File: src/inc/plps_pkg.sv
package plps_pkg;

  // timing
  localparam int CLK_PERIOD_PSEC = 5000;
  localparam int SAVE_RELEASE_NS = 1000;
  localparam int WAKE_WINDOW_NS = 2000;
  localparam int WAKE_PULSE_NS = 20;
  localparam int LOCK_QUIET_NS = 500;
  localparam int WAKE_WINDOW_CYC = (WAKE_WINDOW_NS * 1000) / CLK_PERIOD_PSEC;
  localparam int WAKE_PULSE_CYC = (WAKE_PULSE_NS * 1000) / CLK_PERIOD_PSEC;
  localparam int LOCK_QUIET_CYC =
    (LOCK_QUIET_NS * 1000 + CLK_PERIOD_PSEC - 1) / CLK_PERIOD_PSEC;

  // serial word layout
  localparam int SHIFT_W = 19;
  localparam int REF_W = 17;
  localparam int DIV_W = 18;
  localparam int REF_RATIO_LSB = 0;
  localparam int REF_PRESCALE_BIT = 14;
  localparam int REF_POL_BIT = 15;
  localparam int REF_MON_BIT = 16;
  localparam int DIV_SWALLOW_LSB = 0;
  localparam int DIV_COUNT_LSB = 7;

  // register map
  localparam logic [7:0] ADDR_CTRL = 8'h00;
  localparam logic [7:0] ADDR_REF = 8'h04;
  localparam logic [7:0] ADDR_DIV = 8'h08;
  localparam logic [7:0] ADDR_STAT = 8'h0c;
  localparam int CTRL_POL_BIT = 0;
  localparam int CTRL_MON_BIT = 1;
  localparam logic [1:0] CTRL_RESET = 2'h0;
  localparam int STAT_SAVE_BIT = 0;
  localparam int STAT_LOCK_BIT = 1;
  localparam int STAT_WAKE_BIT = 2;
  localparam int STAT_UP_BIT = 3;
  localparam int STAT_DN_BIT = 4;

  typedef enum logic [1:0]
  {
    PWR_SAVE = 2'b00,
    PWR_WAKE = 2'b01,
    PWR_RUN = 2'b11
  } plps_pwr_e;

  typedef struct packed
  {
    logic [REF_W-1:0] refWord;
    logic [DIV_W-1:0] divWord;
    logic refLoad;
  } plps_latch_s;

endpackage

File: src/rtl/plps_serial.sv
`timescale 1ns/1ps

module plps_serial
(
  input wire logic clk,
  input wire logic rstn,
  input wire logic serialClock,
  input wire logic serialData,
  input wire logic loadEnable,
  output plps_pkg::plps_latch_s latch
);

  logic [plps_pkg::SHIFT_W-1:0] shift_q;
  logic sclkPrev_q;
  plps_pkg::plps_latch_s latch_q;
  wire sclkRise = serialClock & ~sclkPrev_q;
  wire loadRef = loadEnable & shift_q[0];
  wire loadDiv = loadEnable & ~shift_q[0];

  assign latch = latch_q;

  always_ff @(posedge clk or negedge rstn)
  begin
    if (!rstn)
    begin
      shift_q <= '0;
      sclkPrev_q <= 1'b0;
    end
    else
    begin
      sclkPrev_q <= serialClock;
      if (sclkRise)
        shift_q <= {shift_q[plps_pkg::SHIFT_W-2:0], serialData};
    end
  end

  // last bit shifted in steers the word to one latch
  always_ff @(posedge clk or negedge rstn)
  begin
    if (!rstn)
      latch_q <= '0;
    else
    begin
      latch_q.refLoad <= loadRef;
      if (loadRef)
        latch_q.refWord <= shift_q[plps_pkg::REF_W:1];
      if (loadDiv)
        latch_q.divWord <= shift_q[plps_pkg::DIV_W:1];
    end
  end

  property p_shift_in;
    @(posedge clk) disable iff (!rstn)
    (serialClock && !sclkPrev_q) |=>
      shift_q == {$past(shift_q[plps_pkg::SHIFT_W-2:0]), $past(serialData)};
  endproperty
  a_shift_in: assert property (p_shift_in)
    else $error("serial bit not shifted on clock rise");

endmodule

File: src/rtl/plps_top.sv
// Contract
// - polarity bit inverts pump and comparator outputs
// - polarity high: ref faster drives pump high
// - polarity low: ref faster drives pump low
// - monitor shows reference or comparison by polarity
// - low power-save input enters saving mode
// - wake-up limits phase detector error pulses
// - saving mode floats pump, shows locked
// - serial loading works during saving mode
// - one serial bit per serial clock rise
// - low tristate control floats the pump
// - monitor select low outputs lock indicator
//
// Implementation choices: the address map and the APB slave port.
`timescale 1ns/1ps

module plps_top
#(
  parameter int WAKE_WINDOW_CYC = plps_pkg::WAKE_WINDOW_CYC,
  parameter int WAKE_PULSE_CYC = plps_pkg::WAKE_PULSE_CYC,
  parameter int LOCK_QUIET_CYC = plps_pkg::LOCK_QUIET_CYC
)
(
  input wire logic clk,
  input wire logic rstn,
  input wire logic psel,
  input wire logic penable,
  input wire logic pwrite,
  input wire logic [7:0] paddr,
  input wire logic [31:0] pwdata,
  output logic [31:0] prdata,
  output logic pready,
  output logic pslverr,
  input wire logic referenceFrequency,
  input wire logic comparisonFrequency,
  input wire logic powerSaveControl,
  input wire logic pumpTristateControl,
  input wire logic serialClock,
  input wire logic serialData,
  input wire logic loadEnable,
  output logic pumpOut,
  output logic pumpOe,
  output logic phiROut,
  output logic phiPOut,
  output logic phiPOe,
  output logic lockMonitor
);

  localparam int WW = $clog2(WAKE_WINDOW_CYC + 1);
  localparam int PW = $clog2(WAKE_PULSE_CYC + 1);
  localparam int LW = $clog2(LOCK_QUIET_CYC + 1);

  ////////////////////////////////////////////////////////////////////////////
  // serial programming, free running in every power state

  plps_pkg::plps_latch_s latch;

  plps_serial u_serial
  (
    .clk(clk),
    .rstn(rstn),
    .serialClock(serialClock),
    .serialData(serialData),
    .loadEnable(loadEnable),
    .latch(latch)
  );

  ////////////////////////////////////////////////////////////////////////////
  // apb slave

  logic [1:0] ctrl_q;
  logic [1:0] ctrl_d;
  logic [31:0] prdata_q;
  logic [31:0] prdata_d;
  logic pready_q;
  logic pslverr_q;
  logic pslverr_d;

  wire access = psel & penable;
  wire hitCtrl = paddr == plps_pkg::ADDR_CTRL;
  wire hitRef = paddr == plps_pkg::ADDR_REF;
  wire hitDiv = paddr == plps_pkg::ADDR_DIV;
  wire hitStat = paddr == plps_pkg::ADDR_STAT;
  wire mapped = hitCtrl | hitRef | hitDiv | hitStat;
  wire ctrlWrite = access & pready_q & pwrite & hitCtrl;
  wire polSel = ctrl_q[plps_pkg::CTRL_POL_BIT];
  wire monSel = ctrl_q[plps_pkg::CTRL_MON_BIT];

  logic [4:0] status;
  logic [31:0] readMux;

  assign readMux =
    hitCtrl ? {30'h0, ctrl_q} :
    hitRef ? {15'h0, latch.refWord} :
    hitDiv ? {14'h0, latch.divWord} :
    hitStat ? {27'h0, status} : 32'h0;

  // serial load wins over a bus write in the same cycle
  assign ctrl_d =
    latch.refLoad ? {latch.refWord[plps_pkg::REF_MON_BIT],
                     latch.refWord[plps_pkg::REF_POL_BIT]} :
    ctrlWrite ? pwdata[1:0] : ctrl_q;
  assign prdata_d = (access & ~pready_q) ? readMux : prdata_q;
  assign pslverr_d = access & ~pready_q & ~mapped;

  always_ff @(posedge clk or negedge rstn)
  begin
    if (!rstn)
    begin
      ctrl_q <= plps_pkg::CTRL_RESET;
      prdata_q <= 32'h0;
      pready_q <= 1'b0;
      pslverr_q <= 1'b0;
    end
    else
    begin
      ctrl_q <= ctrl_d;
      prdata_q <= prdata_d;
      pready_q <= access & ~pready_q;
      pslverr_q <= pslverr_d;
    end
  end

  assign prdata = prdata_q;
  assign pready = pready_q;
  assign pslverr = pslverr_q;

  ////////////////////////////////////////////////////////////////////////////
  // power state

  plps_pkg::plps_pwr_e state_q;
  plps_pkg::plps_pwr_e state_d;
  logic [WW-1:0] wakeCnt_q;
  wire wakeDone = wakeCnt_q == WW'(WAKE_WINDOW_CYC);

  always_comb
  begin
    state_d = state_q;
    unique case (state_q)
      plps_pkg::PWR_SAVE:
        if (powerSaveControl)
          state_d = plps_pkg::PWR_WAKE;
      plps_pkg::PWR_WAKE:
        if (!powerSaveControl)
          state_d = plps_pkg::PWR_SAVE;
        else if (wakeDone)
          state_d = plps_pkg::PWR_RUN;
      plps_pkg::PWR_RUN:
        if (!powerSaveControl)
          state_d = plps_pkg::PWR_SAVE;
      default:
        state_d = plps_pkg::PWR_SAVE;
    endcase
  end

  always_ff @(posedge clk or negedge rstn)
  begin
    if (!rstn)
    begin
      state_q <= plps_pkg::PWR_SAVE;
      wakeCnt_q <= '0;
    end
    else
    begin
      state_q <= state_d;
      if (state_q != plps_pkg::PWR_WAKE)
        wakeCnt_q <= '0;
      else if (!wakeDone)
        wakeCnt_q <= wakeCnt_q + WW'(1);
    end
  end

  wire saving = state_q == plps_pkg::PWR_SAVE;

  ////////////////////////////////////////////////////////////////////////////
  // phase frequency detector

  logic refPrev_q;
  logic cmpPrev_q;
  logic up_q;
  logic dn_q;
  logic [PW-1:0] pulseCnt_q;
  logic [LW-1:0] quietCnt_q;

  wire refRise = referenceFrequency & ~refPrev_q;
  wire cmpRise = comparisonFrequency & ~cmpPrev_q;
  wire upSet = up_q | refRise;
  wire dnSet = dn_q | cmpRise;
  wire active = up_q | dn_q;
  wire pulseFull = pulseCnt_q >= PW'(WAKE_PULSE_CYC);
  wire limit = (state_q == plps_pkg::PWR_WAKE) & pulseFull;
  wire locked = quietCnt_q == LW'(LOCK_QUIET_CYC);

  always_ff @(posedge clk or negedge rstn)
  begin
    if (!rstn)
    begin
      refPrev_q <= 1'b0;
      cmpPrev_q <= 1'b0;
      up_q <= 1'b0;
      dn_q <= 1'b0;
      pulseCnt_q <= '0;
      quietCnt_q <= '0;
    end
    else
    begin
      refPrev_q <= referenceFrequency;
      cmpPrev_q <= comparisonFrequency;
      up_q <= ~saving & upSet & ~dnSet;
      dn_q <= ~saving & dnSet & ~upSet;
      if (!active)
        pulseCnt_q <= '0;
      else if (!pulseFull)
        pulseCnt_q <= pulseCnt_q + PW'(1);
      if (active)
        quietCnt_q <= '0;
      else if (!locked)
        quietCnt_q <= quietCnt_q + LW'(1);
    end
  end

  ////////////////////////////////////////////////////////////////////////////
  // output drivers

  // lead means pump high, lag means pump low, swapped by polarity
  wire lead = (polSel ? up_q : dn_q) & ~limit;
  wire lag = (polSel ? dn_q : up_q) & ~limit;
  wire pumpDrive = ~saving & pumpTristateControl & (lead | lag);
  wire lockShown = saving | locked;
  wire monD = monSel ? (polSel ? referenceFrequency : comparisonFrequency)
                     : lockShown;

  logic pumpOut_q;
  logic pumpOe_q;
  logic phiR_q;
  logic phiPOe_q;
  logic mon_q;

  always_ff @(posedge clk or negedge rstn)
  begin
    if (!rstn)
    begin
      pumpOut_q <= 1'b0;
      pumpOe_q <= 1'b0;
      phiR_q <= 1'b0;
      phiPOe_q <= 1'b0;
      mon_q <= 1'b1;
    end
    else
    begin
      pumpOut_q <= lead;
      pumpOe_q <= pumpDrive;
      phiR_q <= ~saving & lag & ~lead;
      phiPOe_q <= ~saving & lead;
      mon_q <= monD;
    end
  end

  assign pumpOut = pumpOut_q;
  assign pumpOe = pumpOe_q;
  assign phiROut = phiR_q;
  assign phiPOut = 1'b0;
  assign phiPOe = phiPOe_q;
  assign lockMonitor = mon_q;

  assign status = {dn_q, up_q, state_q == plps_pkg::PWR_WAKE, lockShown,
                   saving};

  ////////////////////////////////////////////////////////////////////////////
  // checks

  wire runOk = ~saving & ~limit & pumpTristateControl;

  property p_enter_save;
    @(posedge clk) disable iff (!rstn)
    !powerSaveControl |=> state_q == plps_pkg::PWR_SAVE;
  endproperty
  a_enter_save: assert property (p_enter_save)
    else $error("power save not entered");
  property p_wake_limit;
    @(posedge clk) disable iff (!rstn)
    (state_q == plps_pkg::PWR_WAKE && pulseCnt_q >= PW'(WAKE_PULSE_CYC))
      |=> !pumpOe;
  endproperty
  a_wake_limit: assert property (p_wake_limit)
    else $error("pump pulse not limited during wake");
  property p_save_outputs;
    @(posedge clk) disable iff (!rstn)
    (saving && !monSel) |=> !pumpOe && lockMonitor;
  endproperty
  a_save_outputs: assert property (p_save_outputs)
    else $error("saving mode pump or lock wrong");
  property p_save_load;
    @(posedge clk) disable iff (!rstn)
    (saving && latch.refLoad) |=>
      ctrl_q[0] == $past(latch.refWord[plps_pkg::REF_POL_BIT]);
  endproperty
  a_save_load: assert property (p_save_load)
    else $error("serial load lost in saving mode");
  property p_tristate;
    @(posedge clk) disable iff (!rstn)
    !pumpTristateControl |=> !pumpOe;
  endproperty
  a_tristate: assert property (p_tristate)
    else $error("pump driven while tristate forced");
  property p_pol_high;
    @(posedge clk) disable iff (!rstn)
    (runOk && polSel && up_q) |=> pumpOe && pumpOut && !phiROut && phiPOe;
  endproperty
  a_pol_high: assert property (p_pol_high)
    else $error("polarity high lead outputs wrong");
  property p_pol_low;
    @(posedge clk) disable iff (!rstn)
    (runOk && !polSel && up_q) |=> pumpOe && !pumpOut && phiROut && !phiPOe;
  endproperty
  a_pol_low: assert property (p_pol_low)
    else $error("polarity low lead outputs wrong");
  property p_equal;
    @(posedge clk) disable iff (!rstn)
    (!up_q && !dn_q) |=> !pumpOe && !phiROut && !phiPOe;
  endproperty
  a_equal: assert property (p_equal)
    else $error("equal phase outputs not idle");
  property p_monitor;
    @(posedge clk) disable iff (!rstn)
    monSel |=> lockMonitor == $past(polSel ? referenceFrequency
                                           : comparisonFrequency);
  endproperty
  a_monitor: assert property (p_monitor)
    else $error("monitor frequency wrong");
  property p_lock_pin;
    @(posedge clk) disable iff (!rstn)
    (!monSel && !saving) |=> lockMonitor == $past(locked);
  endproperty
  a_lock_pin: assert property (p_lock_pin)
    else $error("lock indicator wrong");

endmodule

File: config.mk
export PLATFORM = sky130hd
export DESIGN_NAME = plps_top
export DESIGN_NICKNAME = d
export VERILOG_FILES = /design/src/inc/plps_pkg.sv /design/src/rtl/plps_serial.sv /design/src/rtl/plps_top.sv
export SDC_FILE = /design/constraint.sdc
export NUM_CORES = 1
export LEC_CHECK = 0
export BUFFER_PORTS_ARGS = -buffer_cell sky130_fd_sc_hd__buf_2
export CORE_MARGIN = 5
export CORE_UTILIZATION = 40
export DETAILED_ROUTE_END_ITERATION = 7
export PLACE_DENSITY = 0.69
export SLEW_MARGIN = 30
export SYNTH_ARGS = -nofsm -noshare
export SYNTH_HDL_FRONTEND = slang
export SYNTH_HIERARCHICAL = 1
export SYNTH_SLANG_ARGS = --single-unit
File: constraint.sdc
create_clock -name clk -period 3.6 [get_ports clk]
set_input_delay 0.54 -clock clk [delete_from_list [all_inputs] [get_ports clk]]
set_output_delay 0.54 -clock clk [all_outputs]
set_load 0.1 [all_outputs]
-- After elaboration in Yosys (flattened, before gate mapping)
Cells that the tools add are included.
- equal/unequal tests: 14
- bitwise operators: 42
- magnitude comparators: 1
- muxes and demuxes: 21
- $add $sub $neg: 3
- reduce and logical (&&, ||, !) cells: 4
- operators with widths (kind ; number):
    $mux W18 ; 3
    $and A1 B1 Y1 ; 23
    $mux W9 ; 2
    $eq A8 B4 Y1 const B ; 2
    $mux W7 ; 2
    $mux W2 ; 6
    $not A1 Y1 ; 11
    $add A9 B1 Y9 const B ; 1
    $eq A9 B9 Y1 const B ; 1
    $eq A8 B3 Y1 const B ; 1
    $logic_not A8 Y1 ; 1
    $ne A2 B2 Y1 const B ; 4
    $or A1 B1 Y1 ; 8
    $add A7 B1 Y7 const B ; 1
    $eq A7 B7 Y1 const B ; 1
    $mux W3 ; 2
    $pmux W2 S3 ; 1
    $mux W5 ; 1
    $mux W1 ; 4
    $ne A2 B1 Y1 const B ; 2
    $add A3 B1 Y3 const B ; 1
    $ge A3 B3 Y1 const B ; 1
    $ne A3 B2 Y1 const B ; 1
    $reduce_and A3 Y1 ; 1
    4 further kinds ; 4
- word-level logic and storage cells: 107
- input bits: 52
- register bits: 122

-- Longest topological paths before layout
Gate-level depths: netlist of the first run.
- depth after elaboration: 6
- depth in mapped cells: 6
- depth with buffers taken out: 6

-- Hierarchy
Netlist of the first run, hierarchy kept.
- by module, submodules not included (module ; instances ; cells each ; seq. area each (µm²) ; area each (µm²)):
    plps_top ; 1 ; 253 ; 1302.5 ; 2626.3
    plps_serial ; 1 ; 119 ; 1401.3 ; 2130.8

-- Worst setup path before layout of the first run
No wires, ideal clock.
- kind: register to register
- start: register pready_q, in the netlist pready
- end: register ctrl_q[0]
- cell stages (with the launch flop): 5
- data arrival time: 1.979 ns
- path buffers: 0
- period minus slack after synthesis: 2.103 ns
- path slack: 1.497 ns
- cell sequence: dfrtp_1 > nor4bb_1 > nand4b_1 > mux2_1 > mux2_2
- word-level cells in the longest chain between the ends: 4
- RTL lines (what ; line ; text):
    start: declaration ; plps_top.sv:75 ; logic pready_q;
    start signal: assignment ; plps_top.sv:119 ; pready_q <= access & ~pready_q;
    $and A1 B1 Y1 (3 in a row) ; plps_top.sv:85 ; wire ctrlWrite = access & pready_q & pwrite & hitCtrl;
    $reduce_bool A2 Y1 (no line) ; n/a ;
    end signal: assignment ; plps_top.sv:110 ; ctrl_q <= plps_pkg::CTRL_RESET;
    end signal: assignment ; plps_top.sv:117 ; ctrl_q <= ctrl_d;
    end: declaration ; plps_top.sv:71 ; logic [1:0] ctrl_q;
No other way between the ends.
A chain may end at the register's enable or synchronous reset.

-- Final worst setup path of the first run
- start: register mon_q, in the netlist lockMonitor
- end: output lockMonitor
- RTL lines (what ; line ; text):
    start: declaration ; plps_top.sv:237 ; logic mon_q;
    start signal: assignment ; plps_top.sv:255 ; mon_q <= monD;
    end: declaration ; plps_top.sv:46 ; output logic lockMonitor
No word-level cell between the ends.

==> results of run 1 <==
-- worst paths after layout --
| kind | startpoint | endpoint | slack [ns] | cells past startpoint |
|---|---|---|---|---|
| max in group asynchronous | rstn | u_serial/latch[1] | 2.93 | 2 |
| min reg2reg | prdata[13] | prdata[13] | 0.48 | 2 |
| min in group clk | serialClock | u_serial/sclkPrev_q | 0.31 | 1 |
| max reg2reg | wakeCnt_q[0] | wakeCnt_q[8] | 1.91 | 6 |
| min | rstn | wakeCnt_q[2] | 0.27 | 2 |
| max | lockMonitor | lockMonitor | 1.79 | 1 |
-- cell families after synthesis --
family          count (synthesis)  synth area share (%)
simple gates                   89                  10.2
buf+inv                        41                  5.65
compound gates                 51                  7.15
xor+xnor                        9                  1.66
mux                            68                  17.1
other cells                     1                0.0788
fa+ha+maj                       5                  1.32
flops                         108                  56.8
-- sequential cells by signal (all words and copies together) (netlist names), 2 cells and up --
signal            flops
u_serial/latch       36
pulseCnt_q            3
prdata               18
quietCnt_q            7
u_serial/shift_q     19
wakeCnt_q             9
state_q               2
ctrl_q                2
-- layer usage --
| metal | share of wire, % | global-route usage, % |
|---|---|---|
| met1 | 45 | 17.4 |
| met2 | 48 | 20.8 |
| met5 | 0 | 0 |
| met4 | 0.98 | 4.78 |
| met3 | 5.5 | 3.93 |
-- per-stage QoR --
stage                     setup WS, ns  utilization [%]
after floorplan                   1.50                -
after global placement            1.56             43.8
after detailed placement          1.63             43.8
after CTS                         1.77             46.5
after global routing              1.72             46.5
final                             1.79             46.5
-- layout by cell type (no fill, tap or decap), types with 3 or more instances in the layout --
| cell type | n |
|---|---|
| mux2_2 | 50 |
| inv_6 | 3 |
| o31ai_1 | 13 |
| o21ai_0 | 7 |
| mux2i_1 | 5 |
| xnor2_1 | 3 |
| clkbuf_16 | 9 |
| conb_1 | 15 |
| nor2b_1 | 4 |
| buf_2 | 45 |
| nor3_1 | 4 |
| a21oi_1 | 11 |
| mux2_4 | 10 |
| nand2b_1 | 3 |
| buf_4 | 5 |
| a22oi_1 | 15 |
| dfrtp_1 | 107 |
| ha_1 | 5 |
| nand4b_1 | 3 |
| nor2_1 | 23 |
| inv_1 | 11 |
| xor2_1 | 6 |
| nand2_1 | 25 |
| nand3_1 | 7 |
-- power breakdown --
part,total (uW),internal (uW),switching [uW]
clock,1030,558,469
sequential,1700,1490,203
combinational,632,326,306
-- cell type report --
cell class	count	area (um^2)
Multi-Input combinational cell	237	1840
Clock inverter	7	87.6
Sequential cell	108	2700
Inverter	11	41.3
Clock buffer	9	225
Tap cell	143	179
Fill cell	1004	6160
Timing Repair Buffer	51	283
==> results.json, run 1 <==
{
  "status": "complete, no violations",
  "drive_above_1_share_pct": 32.2,
  "syn_to_final_growth_pct": 12.7,
  "synth_commonest_cells": "dfrtp_1 (107), mux2_2 (50), nand2_1 (25), nor2_1 (23), buf_4 (16)",
  "ys_seq_elements": 108,
  "grt_usage_pct": 13.2,
  "maxSlewHeadroom_pct": 58.5,
  "yosysWarnings": 6,
  "crit_chain": "buf_2",
  "seq_area_frac_synth_pct": 56.8,
  "async_flop_share_pct": 100,
  "setup_viol": 0,
  "max_cap_viol_count": 0,
  "cts.sinks": 108,
  "dr_total_vias": 2861,
  "dp_cells": 550,
  "viasPerCell": 5.05,
  "synthTopCellsByArea": "dfrtp_1 (56%), mux2_2 (12%), mux2_4 (3.2%)",
  "critPathRequiredTime_ns": 3.06,
  "die_area_um2": 14200,
  "io_pins": 92,
  "critical_path.max_stage_delay_ns": 0.52,
  "synth_area_leader_cell": "dfrtp_1",
  "dr.pass1.iters": 4,
  "drt_iter0_drc": 151,
  "antenna_found_initial": 0,
  "fp.dieH_um": 119,
  "io_buffers": 46,
  "worstPathArrival_ns": 1.27,
  "timing.fmax_mhz": 553,
  "ctsResizeCount": 0,
  "core_area_um2": 11500,
  "worstPathMaxFanout": 1,
  "synth_top_area_share_pct": 56.3,
  "fin_cells": 566,
  "initial_core_util_pct": 41.3,
  "ir_worst_vdd_mv": 0.258,
  "clk_path_buf_depth": 2,
  "grt_max_degree": 109,
  "rsz0062_at_grt": "no",
  "num-nets-final": 475,
  "chipWidth_um": 119,
  "cts_buffers": 9,
  "num_rows": 39,
  "drtAntennaViolNets": 0,
  "tns_ns": 0,
  "p_leak_uw": 0.00256,
  "synth-main-ff-cell": "dfrtp_1",
  "crit_type": "register to output port",
  "hold_violations": 0,
  "power_density_nw_per_um2": 626,
  "cts_tree": "done",
  "drcViolationCount": 0,
  "fin_crit_sh_pct": 50.3,
  "routed_wirelength_mm": 8.89,
  "grt_pass1_wl_mm": 14.9,
  "worstMarginPinSlew_ns": 0.622,
  "skew_ns": 0.00639,
  "total_power_uw": 3360,
  "postCtsSetupRepairBufs": 0,
  "crit_buf_inv": 1,
  "cp_slowest_cell": "dfstp_2",
  "min_path_type": "primary input to async pin",
  "drv_slew": 0,
  "clk_pin_slew_ns": 0.07,
  "root_buffer": "clkbuf_16",
  "stdcell_area_um2": 5360,
  "period_minus_slack_ns": 1.81,
  "routedWlPerCell_um": 15.7,
  "syn_area_per_cell_um2": 12.8,
  "yosys.cell_types.count": 47,
  "clk_latency_ns": 0.34,
  "synth.most_common_cell": "dfrtp_1",
  "h-tree-depth": 3,
  "cp_top_family": "flip-flops",
  "worstSetupEndpointType": "output port",
  "place_area_um2": 5050,
  "gp_congestion": 0.779,
  "synth_edf_count": 0,
  "netlist_instances": 372,
  "antenna_cells": 0,
  "worstSetupStartpointType": "register",
  "dp_hpwl_mm": 6.01,
  "synth_area_um2": 4760,
  "globalRoute.totalOverflow": 0,
  "cts_hold_buf": 0,
  "whs_ns": 0.266,
  "grt_pass1_vias": 2966
}
Power figures use the tool's default switching activity.
==> inputs of run 2 (changes only) <==
==> constraint.sdc (replaced) <==
create_clock -name clk -period 1.75 [get_ports clk]
set_input_delay 0.2625 -clock clk [delete_from_list [all_inputs] [get_ports clk]]
set_output_delay 0.2625 -clock clk [all_outputs]
set_load 0.1 [all_outputs]
==> run 2 against run 1 <==
Effect of this change: clock power grew 96%; cell count grew 1.8%; non-clock buffer count grew 10; critical path depth grew 5; register-to-register slack lost 1.8 ns; cell area grew 1.3%; routed wire length grew 4.0%; count of clock-buffer cells in the layout grew 1; combinational power grew 110%; sequential share of layout area shrank 0.59 points; highest routed layer unchanged.
==> results.json, run 2 (same netlist as run 1, synthesis figures left out) <==
{
  "drtAntennaViolNets": 0,
  "viasPerCell": 5.02,
  "routedWlPerCell_um": 16.1,
  "drcViolationCount": 0,
  "antenna_cells": 0,
  "r2r_end": "wakeCnt_q[8]",
  "setup_viol": 0,
  "max_cap_viol_count": 0,
  "startpoint": "wakeCnt_q[0]",
  "dr.pass1.iters": 4,
  "worstPathMaxFanout": 5,
  "gp_congestion": 0.803,
  "r2r_setup_slack_ns": 0.10,
  "rsz0062_at_grt": "no",
  "cts_hold_buf": 1,
  "mostFrequentLayoutCells": "dfrtp_1 (106), mux2_2 (50), buf_2 (45)",
  "clk_latency_ns": 0.35,
  "whs_ns": 0.0429,
  "r2r_cells": 6,
  "timing.fmax_mhz": 608,
  "routed_wirelength_mm": 9.25,
  "pwr-share-comb_pct": 19.5,
  "timing.hold.worst.start": "serialClock",
  "num_rows": 39,
  "cts_buffers": 9,
  "regToRegStartpoint": "wakeCnt_q[0]",
  "p_int_uw": 4880,
  "cts.sinks": 108,
  "drt_iter0_drc": 196,
  "crit_end": "wakeCnt_q[8]",
  "worstMarginPinSlew_ns": 0.504,
  "clk_path_buf_depth": 2,
  "io_pins": 92,
  "period_minus_slack_ns": 1.65,
  "io_buffers": 46,
  "ctsResizeCount": 0,
  "switchingPower_uw": 1970,
  "grt_max_degree": 55,
  "grt_pass1_wl_mm": 15.6,
  "crit_type": "register to register",
  "power_density_nw_per_um2": 1260,
  "swShare_pct": 28.8,
  "core_area_um2": 11500,
  "drive_above_1_share_pct": 33.3,
  "postCtsSetupRepairBufs": 0,
  "min_path_type": "primary input to register",
  "worstSetupEndpointType": "register",
  "die_area_um2": 14200,
  "dp_hpwl_mm": 6.46,
  "hold_violations": 0,
  "ir_worst_vdd_mv": 0.640,
  "worstPathArrival_ns": 1.91,
  "tns_ns": 0,
  "clk_pin_slew_ns": 0.07,
  "antenna_found_initial": 0,
  "h-tree-depth": 3,
  "drv_slew": 0,
  "seqPwrFrac_pct": 51.1,
  "chipWidth_um": 119,
  "status": "complete, no violations",
  "largest_reg_flops": 36,
  "p_leak_uw": 0.00260,
  "fp.dieH_um": 119,
  "root_buffer": "clkbuf_16",
  "grt_pass1_vias": 2992,
  "fin_crit_sh_pct": 94.0,
  "layout_commonest_cell": "dfrtp_1",
  "maxSlewHeadroom_pct": 66.3,
  "cts_tree": "done",
  "syn_to_final_growth_pct": 14.2,
  "globalRoute.totalOverflow": 0,
  "critPathRequiredTime_ns": 2.01,
  "power_frac_clock_pct": 29.5,
  "initial_core_util_pct": 41.3,
  "worstSetupStartpointType": "register",
  "dr_total_vias": 2891,
  "skew_ns": 0.00602,
  "num-nets-final": 485,
  "grt_usage_pct": 13.9,
  "hold_path_depth": 1
}
==> run 2: critical path: stages, from the launching register on <==
cell      delay [ns]
dfrtp_1         0.41
inv_1           0.10
ha_1            0.15
nand4b_1        0.14
nor4_4          0.37
and4b_1         0.24
nor3_1          0.16
==> run 2: how the worst min path moves through the flow <==
stage                                to  slack [ns]
floorplan                     cmpPrev_q       -0.03
global placement    u_serial/sclkPrev_q        0.21
detailed placement         wakeCnt_q[8]        0.22
CTS                 u_serial/sclkPrev_q        0.03
global route        u_serial/sclkPrev_q        0.03
finish              u_serial/sclkPrev_q        0.04
==> run 2: final cells by class <==
type | instances | area [um^2]
clock buffers | 10 | 229
clock inverters | 6 | 63.8
fillers | 1003 | 6090
inverters | 11 | 41.3
multi-input cells | 237 | 1840
flip-flops and latches | 108 | 2710
well taps | 143 | 179
repair buffers | 61 | 373
==> run 2: per-stage QoR <==
step | power, uW | utilization (%) | setup WS, ns | cell area, um^2 | std cells
finish | 6840 | 47.2 | 0.105 | 5430 | 576
global route | 7220 | 47.2 | 0.0153 | 5430 | 576
CTS | 6900 | 47.2 | 0.101 | 5430 | 576
detailed placement | 4880 | 44.5 | 0.0852 | 5130 | 559
global placement | 4780 | 44.5 | 0.143 | 5130 | 559
floorplan | 4530 | - | 0.00622 | 4810 | 386
==> run 2: power groups by stage <==
stage | registers [uW] | logic (uW) | clock network [uW]
after floorplan | 3480 | 1050 | 0
after global placement | 3490 | 1290 | 0
after detailed placement | 3540 | 1340 | 0
after CTS | 3490 | 1360 | 2050
after global routing | 3580 | 1460 | 2180
final | 3490 | 1330 | 2020
==> run 2: metal layers <==
metal | global-route usage (%) | share of wire [%] | vias to the layer above
met2 | 21.9 | 47 | 51
met5 | 0 | 0 | -
li1 | - | - | 1392
met4 | 5.72 | 2.2 | 0
met3 | 3.65 | 4.5 | 12
met1 | 18.1 | 46 | 1436
